==> src/verilog/sfp_pkg.sv <==
// Constants for the serial flash program port.
// Assumes a single core clock; no other package is needed.
package sfp_pkg;

  // ==========================================================
  // Command opcodes
  localparam logic [7:0] OP_READ       = 8'h03;
  localparam logic [7:0] OP_FAST_READ  = 8'h0B;
  localparam logic [7:0] OP_PAGE_PROG  = 8'h02;
  localparam logic [7:0] OP_SECT_ERASE = 8'hD8;
  localparam logic [7:0] OP_BULK_ERASE = 8'hC7;
  localparam logic [7:0] OP_CHIP_RST   = 8'hB9;
  localparam logic [7:0] OP_WR_CFG     = 8'h01;
  localparam logic [7:0] OP_RD_STATUS  = 8'h05;
  localparam logic [7:0] OP_WR_EN      = 8'h06;
  localparam logic [7:0] OP_WR_DIS     = 8'h04;

  // ==========================================================
  // Clock configuration fields
  localparam int         CFG_PRE_BIT = 6;
  localparam int         CFG_DIV_HI  = 5;
  localparam logic [2:0] PRE_LAST    = 3'h7;
  localparam logic [7:0] CFG_RST     = 8'h00;

  // ==========================================================
  // Status bit positions
  localparam int ST_SECURE = 7;
  localparam int ST_WERR   = 6;
  localparam int ST_CFGLD  = 5;
  localparam int ST_WREN   = 1;
  localparam int ST_BUSY   = 0;

  // ==========================================================
  // Flash geometry
  localparam logic [8:0] PAGE_BYTES = 9'h100;
  localparam int         SECT_LSB   = 11;
  localparam int         PAGE_LSB   = 8;
  localparam int         WORD_LSB   = 2;

  // ==========================================================
  // Flash operations and command phases
  typedef enum logic [1:0] {
    FL_READ   = 2'b00,
    FL_PROG   = 2'b01,
    FL_SERASE = 2'b10,
    FL_BERASE = 2'b11
  } sfp_flop_t;

  typedef enum logic [2:0] {
    PH_CMD   = 3'b000,
    PH_ADDR  = 3'b001,
    PH_DUMMY = 3'b010,
    PH_RDATA = 3'b011,
    PH_PDATA = 3'b100,
    PH_CFG   = 3'b101,
    PH_STAT  = 3'b110,
    PH_IGN   = 3'b111
  } sfp_phase_t;

endpackage

==> src/verilog/sfp_port.sv <==
// Serial flash program port: serial slave decoding flash commands.
// Assumes a flash controller answering o_fl_req with i_fl_done.
`timescale 1ns/10ps
module sfp_port
  import sfp_pkg::*;
#(
  parameter int             AW        = 18,
  parameter logic [AW-1:0]  FLASH_TOP = '1
)
(
  input  wire logic          i_core_clk,           // 40 MHz core clock
  input  wire logic          i_rstn,               // Async reset, low
  input  wire logic          i_port_serial_clock,  // Serial clock pin
  input  wire logic          i_port_chip_select_n, // Select pin, low
  input  wire logic          i_sdi,                // Serial data in
  output logic               o_sdo,                // Serial data out
  output logic               o_sdo_oe,             // Data out enable
  input  wire logic          i_sec_strap,          // Secure at reset
  output logic               o_fl_req,             // Flash op pulse
  output sfp_flop_t          o_fl_op,              // Flash op kind
  output logic [AW-1:0]      o_fl_addr,            // Flash byte address
  output logic [31:0]        o_fl_wdata,           // Program word
  input  wire logic          i_fl_done,            // Flash op finished
  input  wire logic [7:0]    i_fl_rdata,           // Read byte at done
  input  wire logic          i_fl_err,             // Error at done
  output logic               o_fclk,               // Flash SM clock
  output logic               o_chip_reset,         // Chip reset pulse
  output logic               o_secure_clear,       // Drop security
  output logic               o_port_en             // Port enabled
);

  // ==========================================================
  // Reset release and pin synchronisers
  logic [1:0] rs_q;
  logic       rstn;
  logic [2:0] sck_s;
  logic [1:0] cs_s;
  logic [1:0] sdi_s;

  always_ff @(posedge i_core_clk or negedge i_rstn)
  begin
    if (!i_rstn)
      rs_q <= 2'b00;
    else
      rs_q <= {rs_q[0], 1'b1};
  end
  assign rstn = rs_q[1];

  always_ff @(posedge i_core_clk or negedge rstn)
  begin
    if (!rstn)
    begin
      sck_s <= 3'b000;
      cs_s  <= 2'b11;
      sdi_s <= 2'b00;
    end
    else
    begin
      sck_s <= {sck_s[1:0], i_port_serial_clock};
      cs_s  <= {cs_s[0], i_port_chip_select_n};
      sdi_s <= {sdi_s[0], i_sdi};
    end
  end

  // ==========================================================
  // Helpers
  function automatic logic [AW-1:0] nxt(input logic [AW-1:0] a);
    nxt = (a == FLASH_TOP) ? '0 : a + AW'(1);
  endfunction

  sfp_phase_t    ph_q, ph_d;
  sfp_flop_t     op_q, op_d;
  logic [2:0]    bit_q, bit_d;
  logic [7:0]    rx_q, rx_d, tx_q, tx_d, cmd_q, cmd_d;
  logic [7:0]    buf_q, buf_d, cfg_q, cfg_d;
  logic [1:0]    ac_q, ac_d, wc_q, wc_d, init_q, init_d;
  logic [15:0]   sh_q, sh_d;
  logic [23:0]   wb_q, wb_d;
  logic [8:0]    pc_q, pc_d;
  logic [AW-1:0] ad_q, ad_d, fa_q, fa_d;
  logic [31:0]   wd_q, wd_d;
  logic          oe_q, oe_d, first_q, first_d, req_q, req_d;
  logic          pend_q, pend_d, busy_q, busy_d, wen_q, wen_d;
  logic          werr_q, werr_d, cfgld_q, cfgld_d;
  logic          secure_q, secure_d, be_q, be_d, en_q, en_d;
  logic          crst_q, crst_d, sclr_q, sclr_d;
  logic          rise, fall, sel, byte_end;
  logic [7:0]    rxb, stat;
  logic [AW-1:0] a_new;

  assign rise     = sck_s[1] && !sck_s[2];
  assign fall     = !sck_s[1] && sck_s[2];
  assign sel      = !cs_s[1] && en_q;
  assign rxb      = {rx_q[6:0], sdi_s[1]};
  assign byte_end = sel && rise && (bit_q == 3'h7);
  assign a_new    = AW'({sh_q, rxb});
  always_comb
  begin
    stat            = 8'h00;
    stat[ST_SECURE] = secure_q;
    stat[ST_WERR]   = werr_q;
    stat[ST_CFGLD]  = cfgld_q;
    stat[ST_WREN]   = wen_q;
    stat[ST_BUSY]   = busy_q;
  end

  // ==========================================================
  // Command sequencer
  always_comb
  begin
    ph_d = ph_q;     op_d = op_q;       bit_d = bit_q;
    rx_d = rx_q;     tx_d = tx_q;       cmd_d = cmd_q;
    buf_d = buf_q;   cfg_d = cfg_q;     ac_d = ac_q;
    wc_d = wc_q;     init_d = init_q;   sh_d = sh_q;
    wb_d = wb_q;     pc_d = pc_q;       ad_d = ad_q;
    fa_d = fa_q;     wd_d = wd_q;       oe_d = oe_q;
    first_d = first_q; pend_d = pend_q; busy_d = busy_q;
    wen_d = wen_q;   werr_d = werr_q;   cfgld_d = cfgld_q;
    secure_d = secure_q; be_d = be_q;   en_d = en_q;
    req_d = 1'b0;    crst_d = 1'b0;     sclr_d = 1'b0;

    // Strap and select caught once the synchronisers settle
    if (init_q != 2'h3)
      init_d = init_q + 2'h1;
    if (init_q == 2'h2)
    begin
      en_d     = !cs_s[1];
      secure_d = i_sec_strap;
    end

    if (i_fl_done && pend_q)
    begin
      pend_d = 1'b0;
      if (op_q == FL_READ)
      begin
        if (first_q)
        begin
          tx_d    = i_fl_rdata;
          first_d = 1'b0;
          ad_d    = nxt(ad_q);
          fa_d    = nxt(ad_q);
          req_d   = 1'b1;
          pend_d  = 1'b1;
        end
        else
          buf_d = i_fl_rdata;
      end
      else
      begin
        if (i_fl_err)
          werr_d = 1'b1;
        if (op_q == FL_BERASE)
          be_d = 1'b1;
      end
    end

    // Write finishes once deselected with nothing outstanding
    if (busy_q && !sel && !pend_q && !req_q)
    begin
      busy_d = 1'b0;
      wen_d  = 1'b0;
    end

    if (!sel)
    begin
      ph_d  = PH_CMD;
      bit_d = 3'h0;
      oe_d  = 1'b0;
    end
    else
    begin
      if (rise)
      begin
        rx_d  = rxb;
        bit_d = bit_q + 3'h1;
      end
      if (fall && bit_q != 3'h0)
        tx_d = {tx_q[6:0], 1'b0};
    end

    if (byte_end)
    begin
      case (ph_q)
        PH_CMD:
        begin
          cmd_d = rxb;
          ac_d  = 2'h0;
          ph_d  = PH_IGN;
          if (!busy_q || rxb == OP_RD_STATUS)
          begin
            case (rxb)
              OP_RD_STATUS:
              begin
                tx_d   = stat;
                werr_d = 1'b0;
                oe_d   = 1'b1;
                ph_d   = PH_STAT;
              end
              OP_WR_EN:  wen_d = 1'b1;
              OP_WR_DIS: wen_d = 1'b0;
              OP_READ, OP_FAST_READ:
                if (!secure_q)
                  ph_d = PH_ADDR;
              OP_PAGE_PROG, OP_SECT_ERASE:
                if (!secure_q && wen_q && cfgld_q)
                  ph_d = PH_ADDR;
              OP_BULK_ERASE:
                if (wen_q && cfgld_q)
                begin
                  op_d   = FL_BERASE;
                  req_d  = 1'b1;
                  pend_d = 1'b1;
                  busy_d = 1'b1;
                end
              OP_WR_CFG:
                if (wen_q && !cfgld_q)
                begin
                  ph_d   = PH_CFG;
                  busy_d = 1'b1;
                end
              OP_CHIP_RST:
              begin
                crst_d = 1'b1;
                sclr_d = be_q;
              end
              default: ph_d = PH_IGN;
            endcase
          end
        end
        PH_ADDR:
        begin
          sh_d = {sh_q[7:0], rxb};
          ac_d = ac_q + 2'h1;
          if (ac_q == 2'h2)
          begin
            ad_d = a_new;
            fa_d = a_new;
            case (cmd_q)
              OP_READ, OP_FAST_READ:
              begin
                op_d    = FL_READ;
                req_d   = 1'b1;
                pend_d  = 1'b1;
                oe_d    = 1'b1;
                first_d = (cmd_q == OP_READ);
                ph_d    = (cmd_q == OP_READ) ? PH_RDATA
                                             : PH_DUMMY;
              end
              OP_PAGE_PROG:
              begin
                busy_d = 1'b1;
                pc_d   = 9'h000;
                wc_d   = 2'h0;
                ph_d   = PH_PDATA;
              end
              default:
              begin
                op_d   = FL_SERASE;
                fa_d   = {a_new[AW-1:SECT_LSB],
                          SECT_LSB'(0)};
                req_d  = 1'b1;
                pend_d = 1'b1;
                busy_d = 1'b1;
                ph_d   = PH_IGN;
              end
            endcase
          end
        end
        PH_DUMMY, PH_RDATA:
        begin
          tx_d   = buf_q;
          ad_d   = nxt(ad_q);
          fa_d   = nxt(ad_q);
          op_d   = FL_READ;
          req_d  = 1'b1;
          pend_d = 1'b1;
          ph_d   = PH_RDATA;
        end
        PH_STAT:
        begin
          tx_d   = stat;
          werr_d = 1'b0;
        end
        PH_PDATA:
          if (pc_q != PAGE_BYTES)
          begin
            pc_d = pc_q + 9'h001;
            wc_d = wc_q + 2'h1;
            wb_d = {wb_q[15:0], rxb};
            if (wc_q == 2'h3)
            begin
              wd_d   = {wb_q, rxb};
              op_d   = FL_PROG;
              fa_d   = ad_q;
              req_d  = 1'b1;
              pend_d = 1'b1;
              ad_d   = {ad_q[AW-1:PAGE_LSB],
                        ad_q[PAGE_LSB-1:WORD_LSB] + 6'h01,
                        2'b00};
            end
          end
        PH_CFG:
        begin
          cfg_d   = rxb;
          cfgld_d = 1'b1;
          ph_d    = PH_IGN;
        end
        default: ph_d = PH_IGN;
      endcase
    end
    if (i_fl_done && pend_q && op_q != FL_READ && i_fl_err)
      werr_d = 1'b1;
  end

  always_ff @(posedge i_core_clk or negedge rstn)
  begin
    if (!rstn)
    begin
      ph_q <= PH_CMD;  op_q <= FL_READ;  bit_q <= 3'h0;
      rx_q <= 8'h00;   tx_q <= 8'h00;    cmd_q <= 8'h00;
      buf_q <= 8'h00;  cfg_q <= CFG_RST; ac_q <= 2'h0;
      wc_q <= 2'h0;    init_q <= 2'h0;   sh_q <= 16'h0000;
      wb_q <= 24'h000000; pc_q <= 9'h000; ad_q <= '0;
      fa_q <= '0;      wd_q <= 32'h00000000; oe_q <= 1'b0;
      first_q <= 1'b0; pend_q <= 1'b0;   busy_q <= 1'b0;
      wen_q <= 1'b0;   werr_q <= 1'b0;   cfgld_q <= 1'b0;
      secure_q <= 1'b1; be_q <= 1'b0;    en_q <= 1'b0;
      req_q <= 1'b0;   crst_q <= 1'b0;   sclr_q <= 1'b0;
    end
    else
    begin
      ph_q <= ph_d;    op_q <= op_d;     bit_q <= bit_d;
      rx_q <= rx_d;    tx_q <= tx_d;     cmd_q <= cmd_d;
      buf_q <= buf_d;  cfg_q <= cfg_d;   ac_q <= ac_d;
      wc_q <= wc_d;    init_q <= init_d; sh_q <= sh_d;
      wb_q <= wb_d;    pc_q <= pc_d;     ad_q <= ad_d;
      fa_q <= fa_d;    wd_q <= wd_d;     oe_q <= oe_d;
      first_q <= first_d; pend_q <= pend_d; busy_q <= busy_d;
      wen_q <= wen_d;  werr_q <= werr_d; cfgld_q <= cfgld_d;
      secure_q <= secure_d; be_q <= be_d; en_q <= en_d;
      req_q <= req_d;  crst_q <= crst_d; sclr_q <= sclr_d;
    end
  end

  sfp_fclk_div u_div (
    .i_core_clk (i_core_clk),
    .i_rstn     (rstn),
    .i_run      (cfgld_q),
    .i_pre      (cfg_q[CFG_PRE_BIT]),
    .i_div      (cfg_q[CFG_DIV_HI:0]),
    .o_fclk     (o_fclk)
  );

  assign o_sdo          = tx_q[7];
  assign o_sdo_oe       = oe_q;
  assign o_fl_req       = req_q;
  assign o_fl_op        = op_q;
  assign o_fl_addr      = fa_q;
  assign o_fl_wdata     = wd_q;
  assign o_chip_reset   = crst_q;
  assign o_secure_clear = sclr_q;
  assign o_port_en      = en_q;

  // ==========================================================
  // Checks
  logic [AW-1:0] lpa_q;
  always_ff @(posedge i_core_clk or negedge rstn)
  begin
    if (!rstn)
      lpa_q <= '0;
    else if (req_q && op_q == FL_PROG)
      lpa_q <= fa_q;
  end

  cfg_write_once_a: assert property (@(posedge i_core_clk)
    disable iff (!rstn) cfgld_q |=> $stable(cfg_q) && cfgld_q)
    else $error("clock config changed after load");
  secure_reject_a: assert property (@(posedge i_core_clk)
    disable iff (!rstn) (secure_q && req_q) |-> op_q == FL_BERASE)
    else $error("flash op issued while secure");
  read_step_a: assert property (@(posedge i_core_clk)
    disable iff (!rstn) (byte_end && ph_q == PH_RDATA)
    |=> req_q && fa_q == nxt($past(ad_q)))
    else $error("read address did not step or wrap");
  page_wrap_a: assert property (@(posedge i_core_clk)
    disable iff (!rstn) (req_q && op_q == FL_PROG && ph_q == PH_PDATA
      && pc_q > 9'h004)
    |-> fa_q[AW-1:PAGE_LSB] == lpa_q[AW-1:PAGE_LSB]
      && fa_q[PAGE_LSB-1:0] == lpa_q[PAGE_LSB-1:0] + 8'h04)
    else $error("program address left its page");
  sector_base_a: assert property (@(posedge i_core_clk)
    disable iff (!rstn) (req_q && op_q == FL_SERASE)
    |-> fa_q[SECT_LSB-1:0] == '0)
    else $error("sector erase address not region base");
  error_set_a: assert property (@(posedge i_core_clk)
    disable iff (!rstn)
    (i_fl_done && pend_q && i_fl_err && op_q != FL_READ) |=> werr_q)
    else $error("write error flag not set");
  busy_only_status_a: assert property (@(posedge i_core_clk)
    disable iff (!rstn) (byte_end && ph_q == PH_CMD && busy_q
      && rxb != OP_RD_STATUS) |=> ph_q == PH_IGN && !req_q)
    else $error("command accepted while busy");
  wen_clear_a: assert property (@(posedge i_core_clk)
    disable iff (!rstn) $fell(busy_q) |-> !wen_q)
    else $error("write enable kept after write");
  status_clear_a: assert property (@(posedge i_core_clk)
    disable iff (!rstn) (byte_end && ph_q == PH_CMD && !busy_q
      && rxb == OP_RD_STATUS && !(i_fl_done && i_fl_err))
    |=> !werr_q ##0 tx_q[ST_WERR] == $past(werr_q))
    else $error("status read did not clear error");
  deselect_a: assert property (@(posedge i_core_clk)
    disable iff (!rstn) !sel |=> ph_q == PH_CMD && !o_sdo_oe)
    else $error("deselect did not end command");
  msb_shift_a: assert property (@(posedge i_core_clk)
    disable iff (!rstn) (sel && fall && bit_q != 3'h0
      && !(i_fl_done && pend_q && first_q))
    |=> o_sdo == $past(tx_q[6]))
    else $error("data out not shifted msb first");
  chip_reset_a: assert property (@(posedge i_core_clk)
    disable iff (!rstn) (byte_end && ph_q == PH_CMD && !busy_q
      && rxb == OP_CHIP_RST) |=> o_chip_reset && o_secure_clear == be_q)
    else $error("reset command mishandled");

endmodule

==> src/verilog/sfp_fclk_div.sv <==
// Flash state machine clock divider.
// Assumes a synchronous active-low reset from the parent.
`timescale 1ns/10ps
module sfp_fclk_div
  import sfp_pkg::*;
(
  input  wire logic       i_core_clk, // Core clock
  input  wire logic       i_rstn,     // Synced reset, active low
  input  wire logic       i_run,      // Configuration loaded
  input  wire logic       i_pre,      // Divide-by-8 prescaler on
  input  wire logic [5:0] i_div,      // Divider value
  output logic            o_fclk      // Divided flash clock
);

  logic [2:0] pre_q, pre_d;
  logic [5:0] div_q, div_d;
  logic       clk_q, clk_d;
  logic       tick;

  assign tick = !i_pre || (pre_q == PRE_LAST);

  // ==========================================================
  // Half period is (div+1) ticks of sys or sys/8
  always_comb
  begin
    pre_d = pre_q;
    div_d = div_q;
    clk_d = clk_q;
    if (!i_run)
    begin
      pre_d = 3'h0;
      div_d = 6'h00;
      clk_d = 1'b0;
    end
    else
    begin
      pre_d = i_pre ? pre_q + 3'h1 : 3'h0;
      if (tick)
      begin
        if (div_q == i_div)
        begin
          div_d = 6'h00;
          clk_d = !clk_q;
        end
        else
          div_d = div_q + 6'h01;
      end
    end
  end

  always_ff @(posedge i_core_clk or negedge i_rstn)
  begin
    if (!i_rstn)
    begin
      pre_q <= 3'h0;
      div_q <= 6'h00;
      clk_q <= 1'b0;
    end
    else
    begin
      pre_q <= pre_d;
      div_q <= div_d;
      clk_q <= clk_d;
    end
  end

  assign o_fclk = clk_q;

  // ==========================================================
  // Cycles between toggles checked against the formula
  logic [9:0] hc_q;
  always_ff @(posedge i_core_clk or negedge i_rstn)
  begin
    if (!i_rstn)
      hc_q <= 10'h000;
    else if (!i_run || clk_d != clk_q)
      hc_q <= 10'h000;
    else
      hc_q <= hc_q + 10'h001;
  end

  half_period_a: assert property (@(posedge i_core_clk)
    disable iff (!i_rstn)
    (i_run && $stable(i_run) && $stable(i_div) && $stable(i_pre)
     && clk_d != clk_q && $past(clk_d == clk_q))
    |-> hc_q == 10'((i_div + 10'h1) * (i_pre ? 10'h8 : 10'h1) - 1))
    else $error("flash clock half period wrong");

endmodule

==> config.mk <==
export PLATFORM = sky130hd
export DESIGN_NAME = sfp_port
export DESIGN_NICKNAME = d
export VERILOG_FILES = /design/src/verilog/sfp_pkg.sv /design/src/verilog/sfp_port.sv /design/src/verilog/sfp_fclk_div.sv
export SDC_FILE = /design/constraint.sdc
export NUM_CORES = 1
export LEC_CHECK = 0
export BUFFER_PORTS_ARGS = -buffer_cell sky130_fd_sc_hd__clkbuf_2
export CORE_AREA = 2 2 165 167
export DETAILED_ROUTE_END_ITERATION = 10
export DIE_AREA = 0 0 167 169
export PLACE_DENSITY = 0.61
export SKIP_LAST_GASP = 1
export SYNTH_ARGS = -nofsm -noshare
export SYNTH_HDL_FRONTEND = slang
export SYNTH_SLANG_ARGS = --single-unit
==> constraint.sdc <==
create_clock -name i_core_clk -period 6.66 [get_ports i_core_clk]
set_input_delay 0 -clock i_core_clk [delete_from_list [all_inputs] [get_ports i_core_clk]]
set_output_delay 0 -clock i_core_clk [all_outputs]
set_load 0.02 [all_outputs]
==> reports/qor.yml <==
sta:
  finalSetupViolCount: 0
  clock_skew_ns: 0.0215
  max_freq_mhz: 284
  fin_crit_ns: 3.52
  relSlewSlack_pct: 9.96
  fin_setup_tns_ns: 0
  rsz0062_at_grt: "no"
  maxSlewViolCount: 0
  hold_viol_final: 0
  tightest_slew_ns: 1.34
  period_share_pct: 52.8
place:
  portBuffers: 74
  hpwl_um: 19100
  gp_congestion: 0.870
  dpl_cell_area_mm2: 0.0110
synthesis:
  netlist_area_mm2: 0.0104
  synth_top_area_share_pct: 46.3
  synth_seq_cells: 195
  synth.distinct_cells: 80
  ys.warnings.count: 0
  async_reset_ff_share_pct: 100
  syn_inst: 1164
  seq_area_frac_synth_pct: 47.0
  dominantRegCellSynth: "dfrtp_1"
  avgSynthCellArea_um2: 8.92
  syn_nets: 1194
  synth_area_leaders: "dfrtp_1 46%, nand2_1 9.4%, mux2_2 4.2%, o21ai_0 3.7%, a21oi_1 2.8%"
  synth_area_leader_cell: "dfrtp_1"
  synth_edf_count: 0
run:
  drv_cap: 0
clock_network:
  cts.sinks: 195
  cts_buffers: 17
  cts.clk_slew.worst_paths_ns: 0.09
  cts.path.max_buffers: 2
  insertion_delay_ns: 0.46
  cts_resized: 0
  root_buffer: "clkbuf_16"
  h-tree-depth: 4
  cts_tree: "built"
critical_path:
  critical_path_class: "reg2reg"
  cp_max_fo: 26
  endpoint_kind: "flop"
  cp_slowest_stage_delay_ns: 0.86
  startpoint_type: "flop"
  cpMaxStageDelayCell: "o211a_1"
  crit_required_ns: 6.99
  r2r_slack_ns: 3.14
  cp.arrival_ns: 3.84
  crit_chain: "nor3b_2 > o211a_1 > o21ai_1 > a222oi_1 > a21oi_1"
floorplanning:
  initial_core_util_pct: 39.2
  rows: 60
  die_area_mm2: 0.0282
  die_w_um: 167
  coreArea_mm2: 0.0265
  io_pins: 75
  chipHeight_um: 169
power_and_ir_drop:
  p_seq_share_pct: 49.5
  p_leak_nw: 5.36
  power_frac_clock_pct: 44.6
  p_switching_uw: 724
  comb_power_share_pct: 6.0
  p_int_mw: 1.80
  switching_share_pct: 28.7
  ir_drop_uv: 140
  finalPower_mw: 2.53
  power_density_mw_per_mm2: 214
routing:
  first_pass_iters: 7
  drtIter0Drc: 989
  ant_nets: 0
  via_count: 8983
  viasPerCell: 5.77
  wl_um: 29700
  drc: 0
  wl_per_cell_um: 19.1
global_routing:
  grt_start_max_net_pins: 72
  antenna_found_initial: 0
  overflow: 0
  grt_use_total_pct: 21.5
  grt_pass1_wl_um: 48900
  first_global_vias: 8876
finish:
  stdcell_area_mm2: 0.0118
  seqCellArea_mm2: 0.00489
  multiInputGateArea_mm2: 0.00510
  fillers: 2601
  nNetsFinal: 1233
  final_layout_size_suffix_gt1_share_pct: 15.2
  mostFrequentLayoutCells: "260 x nand2_1, 191 x dfrtp_1, 76 x o21ai_0, 74 x clkbuf_2, 71 x nor2_1"
  area_growth_syn_to_layout_pct: 13.8
  final_common_cell: "nand2_1"
  antennaDiodeCount: 0
min_path:
  worstHoldPathType: "in2reg"
status:
  status: "completed"
-- through the flow --
step / util [%] / instances / hold slack, ns / worst slack, ns
floorplan: - / 1164 / -0.296 / 0.829
global placement: 41.5 / 1508 / -0.212 / 3.35
detailed placement: 41.5 / 1508 / -0.211 / 3.25
CTS: 44.6 / 1557 / 0.147 / 3.24
global route: 44.6 / 1557 / 0.163 / 2.80
finish: 44.6 / 1557 / 0.163 / 3.14
-- worst max-delay path: cells and delay by family (launching register included) --
kind / cells / cell delay, ns
simple gates: 1 / 0.49
flops: 1 / 0.83
compound gates: 4 / 2.07
-- cells in the mapped netlist, types with 13 or more instances --
library cell	n
nand2_1	260
dfrtp_1	192
o21ai_0	76
clkbuf_1	74
nor2_1	73
a21oi_1	59
mux2_2	39
nand3_1	25
xnor2_1	25
nor3_1	19
inv_1	17
o22ai_1	15
and3_1	14
ha_1	14
a221oi_1	13
a31oi_1	13
-- path summary, 6_finish.rpt --
path,from,endpoint,depth (start not counted)
worst max-delay path,ph_q[2],ad_q[3],5
worst min-delay path,i_port_chip_select_n,cs_s[0],2
worst max register to register,ph_q[2],ad_q[3],5
worst min register to register,sck_s[0],sck_s[1],0
max in group asynchronous,rs_q[1],ad_q[14],1
min in group asynchronous,i_rstn,rs_q[1],3
-- flip-flops by register name (all words and copies together), names as in the netlist, 7 cells and up --
name and flops:
ad_q 18, buf_q 8, cfg_q 7, cmd_q 8, o_fl_addr 18, o_fl_wdata 32
pc_q 9, rx_q 7, sh_q 10, tx_q 8, wb_q 24
-- what timing repair did --
action / in CTS / in global routing
hold buffers: 17 / 0
buffers inserted: 0 / 0
hold endpoints to repair: 22 / 0
-- power by group through the flow --
| stage | combinational, mW | clock (mW) | sequential [mW] |
|---|---|---|---|
| after floorplan | 0.0970 | 0 | 1.26 |
| after global placement | 0.143 | 0 | 1.27 |
| after detailed placement | 0.144 | 0 | 1.27 |
| after CTS | 0.152 | 1.15 | 1.25 |
| after global routing | 0.168 | 1.19 | 1.26 |
| final | 0.151 | 1.13 | 1.25 |
-- area by class of cell --
type	instances	area share (%)
Clock buffer	17	3.60
Clock inverter	15	1.90
Inverter	17	0.540
Multi-Input combinational cell	862	43.2
Sequential cell	195	41.4
Tap cell	341	3.61
Timing Repair Buffer	110	5.78
-- routing by layer --
layer | GRT usage, % | vias up | share of wire (%)
met2 | 33.7 | 344 | 46
met5 | 0 | - | 0
met4 | 7.16 | 0 | 2.0
met1 | 30.3 | 4402 | 45
met3 | 3.79 | 41 | 6.9
li1 | - | 4196 | -
-- logic make-up (layout without fill, tap and decap cells) --
kind of cell	Yosys count	in the layout	share of synthesized area (%)
AOI/OAI and AO/OA	285	285	18.0
DFF	195	195	47.0
adders and majority gates	14	14	1.69
other	1	1	0.0361
muxes	47	47	5.01
and+or+nand+nor	479	479	21.2
buffers and inverters	107	159	4.03
xor gates and xnor gates	36	36	3.04
(Power assumes the default switching activity.)
